<file path="src/pkg/clk_ctl_pkg.sv">
// Purpose: shared constants and types for the clock source select and monitor block
// Assumes: AHB-Lite word access, one core clock
// Notes: watched clocks share one 4-bit field layout inside the monitor register
package clk_ctl_pkg;

  // register byte addresses
  localparam logic [31:0] OSC_CTRL_ADDR = 32'h4000_0040;
  localparam logic [31:0] SYS_SEL_ADDR = 32'h4000_0044;
  localparam logic [31:0] MON_ADDR = 32'h4000_0048;

  // reset values
  localparam logic [7:0] OSC_CTRL_RST = 8'h20;
  localparam logic [2:0] SYS_SEL_RST = 3'h0;
  localparam logic [15:0] MON_CTRL_RST = 16'h8000;
  // bits of the monitor register held as plain read/write storage
  localparam logic [15:0] MON_CTRL_RW_MASK = 16'h8ccc;

  // monitor register layout: field base = index * FIELD_W
  localparam int W_MAIN = 0;
  localparam int W_SYS = 1;
  localparam int W_SUB = 2;
  localparam int N_WATCH = 3;
  localparam int FIELD_W = 4;
  localparam int STS_OFS = 0;
  localparam int FAIL_OFS = 1;
  localparam int IE_OFS = 2;
  localparam int WATCH_OFS = 3;
  localparam int FALLBACK_DIS_BIT = 15;

  // main clock source codes
  localparam logic [2:0] SRC_LOW_SPEED_RC = 3'h0;
  localparam logic [2:0] SRC_SUB_CRYSTAL = 3'h1;
  localparam logic [2:0] SRC_HIGH_SPEED_RC = 3'h4;
  localparam logic [2:0] SRC_MAIN_CRYSTAL = 3'h6;

  // oscillator control codes (upper bit clear means off)
  localparam logic [1:0] OSC_RUN = 2'h2;
  localparam logic [1:0] OSC_RUN_DIV2 = 2'h3;

  // reference cycles without an edge before a clock counts as failed
  localparam int REF_MISS_LIMIT = 4;

  typedef struct packed {
    logic [1:0] sub_crystal_ctrl;
    logic [1:0] low_speed_rc_ctrl;
    logic [1:0] high_speed_rc_ctrl;
    logic [1:0] main_crystal_ctrl;
  } osc_ctrl_t;

  // index 3 sub crystal, 2 low-speed rc, 1 high-speed rc, 0 main crystal
  typedef struct packed {
    logic [3:0] en;
    logic [3:0] div2;
  } osc_drive_t;

  typedef struct packed {
    logic ls_rc;
    logic main_crystal;
    logic sysclk;
    logic sub_crystal;
  } clk_sense_t;

  typedef struct packed {
    logic hsel;
    logic [31:0] haddr;
    logic [1:0] htrans;
    logic hwrite;
    logic [2:0] hsize;
    logic [31:0] hwdata;
    logic hready;
  } ahb_req_t;

  typedef struct packed {
    logic [31:0] hrdata;
    logic hreadyout;
    logic hresp;
  } ahb_rsp_t;

  typedef enum logic [1:0] {PH_IDLE, PH_WRITE, PH_READ} bus_phase_t;

endpackage

</file>
<file path="src/clock_activity_watch.sv">
// Purpose: watches one sampled clock level against reference ticks
// Assumes: mon_level and ref_tick are synchronous to clk
// Notes: a clock is dead after MISS_LIMIT reference ticks with no rising edge
module clock_activity_watch #(
  parameter int MISS_LIMIT = clk_ctl_pkg::REF_MISS_LIMIT
) (
  // clock and reset
  input wire logic clk,
  input wire logic srst,
  // watch inputs
  input wire logic watch_en,
  input wire logic ref_tick,
  input wire logic mon_level,
  // results
  output logic running,
  output logic fail_pulse
);
  import clk_ctl_pkg::*;

  localparam int CW = $clog2(MISS_LIMIT + 1);
  localparam logic [CW-1:0] LIMIT = CW'(MISS_LIMIT);

  logic prev_q;
  logic fired_q;
  logic [CW-1:0] cnt_q;
  logic mon_edge;
  logic dead;

  assign mon_edge = mon_level & ~prev_q;
  assign dead = (cnt_q == LIMIT);
  assign running = ~dead;
  // one event per failure, also when watching starts on a dead clock
  assign fail_pulse = watch_en & dead & ~fired_q;

  always_ff @(posedge clk) begin
    if (srst) begin
      prev_q <= 1'b0;
    end else begin
      prev_q <= mon_level;
    end
  end

  // starts dead so status reads zero until the first edge
  always_ff @(posedge clk) begin
    if (srst) begin
      cnt_q <= LIMIT;
    end else if (mon_edge) begin
      cnt_q <= '0;
    end else if (ref_tick && !dead) begin
      cnt_q <= cnt_q + CW'(1);
    end
  end

  always_ff @(posedge clk) begin
    if (srst) begin
      fired_q <= 1'b0;
    end else begin
      fired_q <= watch_en & dead;
    end
  end
endmodule // clock_activity_watch

</file>
<file path="src/clock_source_select_monitor.sv">
// Purpose: oscillator enables, main clock source select and clock failure monitor
// Assumes: clock sense inputs are sampled levels synchronous to CORE_CLK
// Notes: the glitch-free clock mux sits outside; it follows MAIN_CLOCK_SOURCE_SEL

module clock_source_select_monitor #(
  parameter int MISS_LIMIT = clk_ctl_pkg::REF_MISS_LIMIT
) (
  // clock and reset
  input wire logic CORE_CLK,
  input wire logic SRST,
  // register bus
  input wire clk_ctl_pkg::ahb_req_t AHB_REQ,
  output clk_ctl_pkg::ahb_rsp_t AHB_RSP,
  // sampled clock levels
  input wire clk_ctl_pkg::clk_sense_t CLK_SENSE,
  // nmi enable held elsewhere
  input wire logic SYSCLK_FAIL_NMI_EN,
  // oscillator and mux control
  output clk_ctl_pkg::osc_drive_t OSC_DRIVE,
  output logic [2:0] MAIN_CLOCK_SOURCE_SEL,
  // events
  output logic IRQ,
  output logic SYSCLK_FAIL_NMI
);
  import clk_ctl_pkg::*;

  bus_phase_t ph_q;
  logic [31:0] addr_q;
  logic [31:0] rdata_q;
  logic readyout_q;
  logic resp_q;
  logic acc;
  logic wr_osc;
  logic wr_sel;
  logic wr_mon;
  logic [31:0] rd_mux;

  osc_ctrl_t osc_q;
  osc_ctrl_t osc_d;
  logic [2:0] sel_q;
  logic [2:0] sel_d;
  logic [15:0] ctl_q;
  logic [15:0] ctl_d;
  logic [N_WATCH-1:0] fail_q;
  logic [N_WATCH-1:0] fail_d;
  logic [N_WATCH-1:0] fail_evt;
  logic [N_WATCH-1:0] running;
  logic [N_WATCH-1:0] watch_en;
  logic [N_WATCH-1:0] irq_en;
  logic [N_WATCH-1:0] mon_lvl;
  logic [15:0] mon_rd;
  logic ls_prev_q;
  logic ref_tick;
  logic fallback;
  osc_drive_t drive_q;
  logic irq_q;
  logic nmi_q;

  //////////////////////////////////////////////////////////////////////////////
  // bus slave: zero wait states, always okay

  assign acc = AHB_REQ.hready & AHB_REQ.hsel & AHB_REQ.htrans[1];

  always_ff @(posedge CORE_CLK) begin
    if (SRST) begin
      ph_q <= PH_IDLE;
      addr_q <= 32'h0000_0000;
    end else if (AHB_REQ.hready) begin
      if (acc) begin
        ph_q <= AHB_REQ.hwrite ? PH_WRITE : PH_READ;
        addr_q <= AHB_REQ.haddr;
      end else begin
        ph_q <= PH_IDLE;
      end
    end
  end

  assign wr_osc = (ph_q == PH_WRITE) && (addr_q == OSC_CTRL_ADDR);
  assign wr_sel = (ph_q == PH_WRITE) && (addr_q == SYS_SEL_ADDR);
  assign wr_mon = (ph_q == PH_WRITE) && (addr_q == MON_ADDR);

  // reads use next values so a write right before is seen
  always_comb begin
    case (AHB_REQ.haddr)
      OSC_CTRL_ADDR: rd_mux = {24'h00_0000, osc_d};
      SYS_SEL_ADDR: rd_mux = {29'h0000_0000, sel_d};
      MON_ADDR: rd_mux = {16'h0000, mon_rd};
      default: rd_mux = 32'h0000_0000;
    endcase
  end

  always_ff @(posedge CORE_CLK) begin
    if (SRST) begin
      rdata_q <= 32'h0000_0000;
    end else if (acc && !AHB_REQ.hwrite) begin
      rdata_q <= rd_mux;
    end else begin
      rdata_q <= 32'h0000_0000;
    end
  end

  always_ff @(posedge CORE_CLK) begin
    if (SRST) begin
      readyout_q <= 1'b1;
      resp_q <= 1'b0;
    end else begin
      readyout_q <= 1'b1;
      resp_q <= 1'b0;
    end
  end

  assign AHB_RSP = '{hrdata: rdata_q, hreadyout: readyout_q, hresp: resp_q};

  //////////////////////////////////////////////////////////////////////////////
  // clock watching

  // reference ticks on rising edges of the low-speed rc
  always_ff @(posedge CORE_CLK) begin
    if (SRST) begin
      ls_prev_q <= 1'b0;
    end else begin
      ls_prev_q <= CLK_SENSE.ls_rc;
    end
  end

  assign ref_tick = CLK_SENSE.ls_rc & ~ls_prev_q;

  assign mon_lvl[W_MAIN] = CLK_SENSE.main_crystal;
  assign mon_lvl[W_SYS] = CLK_SENSE.sysclk;
  assign mon_lvl[W_SUB] = CLK_SENSE.sub_crystal;

  genvar gi;
  generate
    for (gi = 0; gi < N_WATCH; gi++) begin : g_watch
      assign watch_en[gi] = ctl_q[gi*FIELD_W + WATCH_OFS];
      assign irq_en[gi] = ctl_q[gi*FIELD_W + IE_OFS];
      clock_activity_watch #(
        .MISS_LIMIT(MISS_LIMIT)
      ) u_watch (
        .clk(CORE_CLK),
        .srst(SRST),
        .watch_en(watch_en[gi]),
        .ref_tick(ref_tick),
        .mon_level(mon_lvl[gi]),
        .running(running[gi]),
        .fail_pulse(fail_evt[gi])
      );
    end
  endgenerate

  assign fallback = fail_evt[W_SYS] & ~ctl_q[FALLBACK_DIS_BIT];

  //////////////////////////////////////////////////////////////////////////////
  // registers

  always_comb begin
    osc_d = osc_q;
    if (wr_osc) begin
      osc_d = osc_ctrl_t'(AHB_REQ.hwdata[7:0]);
    end
    // fallback target must oscillate
    if (fallback) begin
      osc_d.low_speed_rc_ctrl[1] = 1'b1;
    end
  end

  // select changes in one register step, never through another code
  always_comb begin
    sel_d = sel_q;
    if (wr_sel) begin
      sel_d = AHB_REQ.hwdata[2:0];
    end
    if (fallback) begin
      sel_d = SRC_LOW_SPEED_RC;
    end
  end

  always_comb begin
    ctl_d = ctl_q;
    if (wr_mon) begin
      ctl_d = AHB_REQ.hwdata[15:0] & MON_CTRL_RW_MASK;
    end
  end

  // sticky flags: set wins over a clearing write
  always_comb begin
    for (int i = 0; i < N_WATCH; i++) begin
      fail_d[i] = fail_evt[i]
                | (fail_q[i] & ~(wr_mon & AHB_REQ.hwdata[i*FIELD_W + FAIL_OFS]));
    end
  end

  always_comb begin
    mon_rd = ctl_d;
    for (int i = 0; i < N_WATCH; i++) begin
      mon_rd[i*FIELD_W + FAIL_OFS] = fail_d[i];
      mon_rd[i*FIELD_W + STS_OFS] = running[i];
    end
    mon_rd[W_SYS*FIELD_W + STS_OFS] = running[W_SYS] & ctl_d[W_SYS*FIELD_W + WATCH_OFS];
  end

  always_ff @(posedge CORE_CLK) begin
    if (SRST) begin
      osc_q <= osc_ctrl_t'(OSC_CTRL_RST);
    end else begin
      osc_q <= osc_d;
    end
  end

  always_ff @(posedge CORE_CLK) begin
    if (SRST) begin
      sel_q <= SYS_SEL_RST;
    end else begin
      sel_q <= sel_d;
    end
  end

  always_ff @(posedge CORE_CLK) begin
    if (SRST) begin
      ctl_q <= MON_CTRL_RST;
      fail_q <= '0;
    end else begin
      ctl_q <= ctl_d;
      fail_q <= fail_d;
    end
  end

  //////////////////////////////////////////////////////////////////////////////
  // outputs

  // upper bit enables, lower bit halves only while the upper bit is set
  always_ff @(posedge CORE_CLK) begin
    if (SRST) begin
      drive_q <= '{en: {OSC_CTRL_RST[7], OSC_CTRL_RST[5], OSC_CTRL_RST[3], OSC_CTRL_RST[1]}, div2: 4'h0};
    end else begin
      drive_q.en <= {osc_d.sub_crystal_ctrl[1], osc_d.low_speed_rc_ctrl[1],
                     osc_d.high_speed_rc_ctrl[1], osc_d.main_crystal_ctrl[1]};
      drive_q.div2 <= {osc_d.sub_crystal_ctrl == OSC_RUN_DIV2, osc_d.low_speed_rc_ctrl == OSC_RUN_DIV2,
                       osc_d.high_speed_rc_ctrl == OSC_RUN_DIV2,
                       osc_d.main_crystal_ctrl == OSC_RUN_DIV2};
    end
  end

  always_ff @(posedge CORE_CLK) begin
    if (SRST) begin
      irq_q <= 1'b0;
      nmi_q <= 1'b0;
    end else begin
      irq_q <= |(fail_d & ctl_d_ie());
      nmi_q <= fail_d[W_SYS] & SYSCLK_FAIL_NMI_EN;
    end
  end

  function automatic logic [N_WATCH-1:0] ctl_d_ie();
    logic [N_WATCH-1:0] r;
    r = '0;
    for (int i = 0; i < N_WATCH; i++) begin
      r[i] = ctl_d[i*FIELD_W + IE_OFS];
    end
    return r;
  endfunction

  assign OSC_DRIVE = drive_q;
  assign MAIN_CLOCK_SOURCE_SEL = sel_q;
  assign IRQ = irq_q;
  assign SYSCLK_FAIL_NMI = nmi_q;
endmodule // clock_source_select_monitor

</file>
<file path="config.mk">
export PLATFORM = sky130hd
export DESIGN_NAME = clock_source_select_monitor
export DESIGN_NICKNAME = d
export VERILOG_FILES = /design/src/pkg/clk_ctl_pkg.sv /design/src/clock_activity_watch.sv /design/src/clock_source_select_monitor.sv
export SDC_FILE = /design/constraint.sdc
export NUM_CORES = 1
export LEC_CHECK = 0
export ABC_AREA = 1
export CAP_MARGIN = 20
export CORE_MARGIN = 4
export CORE_UTILIZATION = 63
export CTS_CLUSTER_DIAMETER = 150
export DETAILED_ROUTE_END_ITERATION = 7
export DONT_BUFFER_PORTS = 1
export PLACE_DENSITY = 0.87
export SYNTH_ARGS = -nofsm -noshare
export SYNTH_HDL_FRONTEND = slang
export SYNTH_HIERARCHICAL = 1
export SYNTH_SLANG_ARGS = --single-unit
</file>
<file path="constraint.sdc">
create_clock -name CORE_CLK -period 1.96 [get_ports CORE_CLK]
set_input_delay 0.196 -clock CORE_CLK [delete_from_list [all_inputs] [get_ports CORE_CLK]]
set_output_delay 0.196 -clock CORE_CLK [all_outputs]
set_load 0.1 [all_outputs]
</file>
==> out/results.ini <==
[final_layout]
antenna_cells = 0
fin_util_pct = 76.8
syn_to_final_growth_pct = 17.8
drive_gt1_share_pct = 12.7
fin_nets = 709

[worst_setup_path]
critPathRequiredTime_ns = 2.25
crit_path_max_fanout = 13
end_kind = register
cp_common_cell = nand2_1
slowest_delay_ns = 0.33
critPathLaunchType = register
arrival_ns = 1.96
crit_slowest_cell = dfxtp_1
crit_chain = nor2_1, nand2_1, nor2_2, nand2_2, nor2_4, nand2_4, inv_1, nand2_1, o21ai_0, nand2_1, a21oi_1
path_class = reg -> reg
r2r_setup_slack_ns = 0.29

[global_route]
grt_pass1_vias = 3395
grt_antenna_before_repair = 0
grt_pass1_wl_um = 15000
grt_max_degree = 62
grt_overflow = 0
grtUsageTotal_pct = 24.3

[placed_design]
io_buffers = 0
dp_hpwl_um = 6320
gp_congestion = 0.811

[detailed_routing]
drt_pre_antenna_iters = 5
num_vias = 3711
wl_per_cell_um = 13.4
drtIter0Drc = 228
totalWireLength_um = 9480
drc = 0
viasPerCell = 5.26
ant_nets = 0

[floorplanning]
row_count = 29
die_h_um = 89.1
start_util_pct = 65.2
core_mm2 = 0.00635
dieArea_mm2 = 0.00793
boundaryPins = 126
fp.dieW_um = 89.1

[clock_tree]
cts_setup_buffers = 0
worstSkewPairLatency_ns = 0.36
cts.htree.levels = 3
cts_sinks = 96
cts_resized = 0
numCtsBuffers = 9
cts_tree = yes
cts_buffer_depth = 2
path_clk_slew_ns = 0.09
clockRootBuffer = clkbuf_8

[worst_hold_path]
min_path_type = in -> reg

[pwr]
p_int_mw = 2.83
swShare_pct = 26.3
p_leak_nw = 2.18
pwr-share-clk_pct = 36.9
switchingPower_mw = 1.01
power_density_mw_per_mm2 = 786
vdd.ir_drop.worst_mv = 0.606
seq_power_share_pct = 52.4
pwr-share-comb_pct = 10.7

[synthesis]
syn_avg_cell_area_um2 = 7.29
ys_seq_elements = 96
synth_area_leaders = dfxtp_1 46%, nand2_1 12%, nor2_1 7.8%
synth_ff_type = dfxtp_1
ys_types = 31
netlist.area_leader.share_pct = 46.4
synth_edf_count = 0
synth_top_cell_by_area = dfxtp_1
async_reset_ff_share_pct = 0
yosysMostFrequentCell = nand2_1
synth_seq_area_share_pct = 46.4
synthTopCellsByCount = 130 x nand2_1, 96 x dfxtp_1, 86 x nor2_1, 63 x inv_1, 46 x a21oi_1
yosys_warnings = 6
syn_inst = 568
netlist_area_mm2 = 0.00414

[sta]
finalSetupTns_ns = 0
fin_crit_sh_pct = 85.3
clock_skew_ns = 0.00942
min_period_ns = 1.67
drv_slew = 0
finalSetupViolCount = 0
rsz0062_at_grt = false
max_freq_ghz = 0.598
report.final.hold_viol_count = 0

[run_status]
outcome = finished clean

[run]
timing.max_cap.violations = 0

==> sequential cells by signal, summed over array words and instances, names as in the netlist, 5 cells and up <==
register               cells
addr_q                    32
g_watch.u_watch/cnt_q      9
ctl_q                     10
osc_q                      5
OSC_DRIVE                  7
rdata_q                   16
==> worst max-delay path, delay by kind of cell (launching register included) <==
family / cells / cell delay (ns)
flops: 1 / 0.33
simple gates: 8 / 0.91
compound gates: 2 / 0.26
buf+inv: 1 / 0.09
==> path summary, 6_finish.rpt <==
kind,to,depth (start not counted),start
min,rdata_q[11]$_SDFF_PP0_,2,AHB_REQ[12]
min reg2reg,ctl_q[14]$_SDFF_PP0_,2,ctl_q[14]$_SDFF_PP0_
max reg2reg,rdata_q[4]$_SDFF_PP0_,11,addr_q[20]$_SDFFE_PP0P_
max,rdata_q[4]$_SDFF_PP0_,11,addr_q[20]$_SDFFE_PP0P_
==> cell families (layout without fill, tap and decap cells) <==
logic type      after synthesis  after routing  share of synthesized area, %
mux                           1              1                         0.242
simple gates                286            286                          30.2
fa+ha+maj                     6              6                          1.81
flops                        96             96                          46.4
other cells                   2             18                         0.181
compound gates               72             72                          9.40
buf+inv                     105            150                          11.8
==> per-stage QoR <==
| stage | hold slack (ns) | worst slack [ns] | power [mW] | cells | instance area (µm²) |
|---|---|---|---|---|---|
| after floorplan | 0.268 | 0.500 | 2.38 | 584 | 4200 |
| after global placement | 0.275 | 0.366 | 2.37 | 657 | 4310 |
| after detailed placement | 0.277 | 0.330 | 2.38 | 657 | 4310 |
| after CTS | 0.00861 | 0.312 | 3.84 | 706 | 4880 |
| after global routing | 0.00474 | 0.114 | 3.96 | 706 | 4880 |
| final | 0.0167 | 0.288 | 3.83 | 706 | 4880 |
==> cell type report <==
class,count,area (µm²)
Sequential cell,96,1920
Multi-Input combinational cell,383,1790
Fill cell,459,1470
Timing Repair Buffer,66,596
Inverter,68,255
Clock buffer,10,128
Tap cell,77,96.3
Clock inverter,6,91.3
==> per-layer routing <==
layer  vias to the layer above  wire (µm)  GRT usage [%]
met2                       153       4850           43.7
met5                         -          0              0
met4                         0        257           11.0
met3                        31        750           4.98
li1                       1843          -              -
met1                      1684       3620           27.6
==> power by group through the flow <==
stage	Combinational (mW)	Clock, mW	Sequential (mW)
2_1_floorplan	0.332	0	2.05
3_3_place_gp	0.317	0	2.05
3_5_place_dp	0.326	0	2.05
4_1_cts	0.404	1.42	2.01
5_1_grt	0.440	1.51	2.01
6_report	0.410	1.42	2.01
==> what timing repair did <==
action                                  in CTS  in global routing
endpoints found under the hold margin       61                  0
endpoints found under the setup margin       0                  0
hold buffers                                33                  0
==> placed cells by master (no fill, tap or decap), types with 4 or more instances in the layout <==
cell type	synthesis	final
dfxtp_1	96	96
nand4_1	4	4
ha_1	6	6
inv_1	63	63
nand2_2	11	11
o21ai_1	6	6
conb_1	2	18
dlygate4sd3_1	0	32
nand3_1	35	35
o21ai_0	11	11
buf_4	23	33
nor2_1	86	86
inv_2	5	5
clkbuf_8	0	9
nand2_1	130	130
a21oi_1	46	46
(Power assumes the default switching activity.)
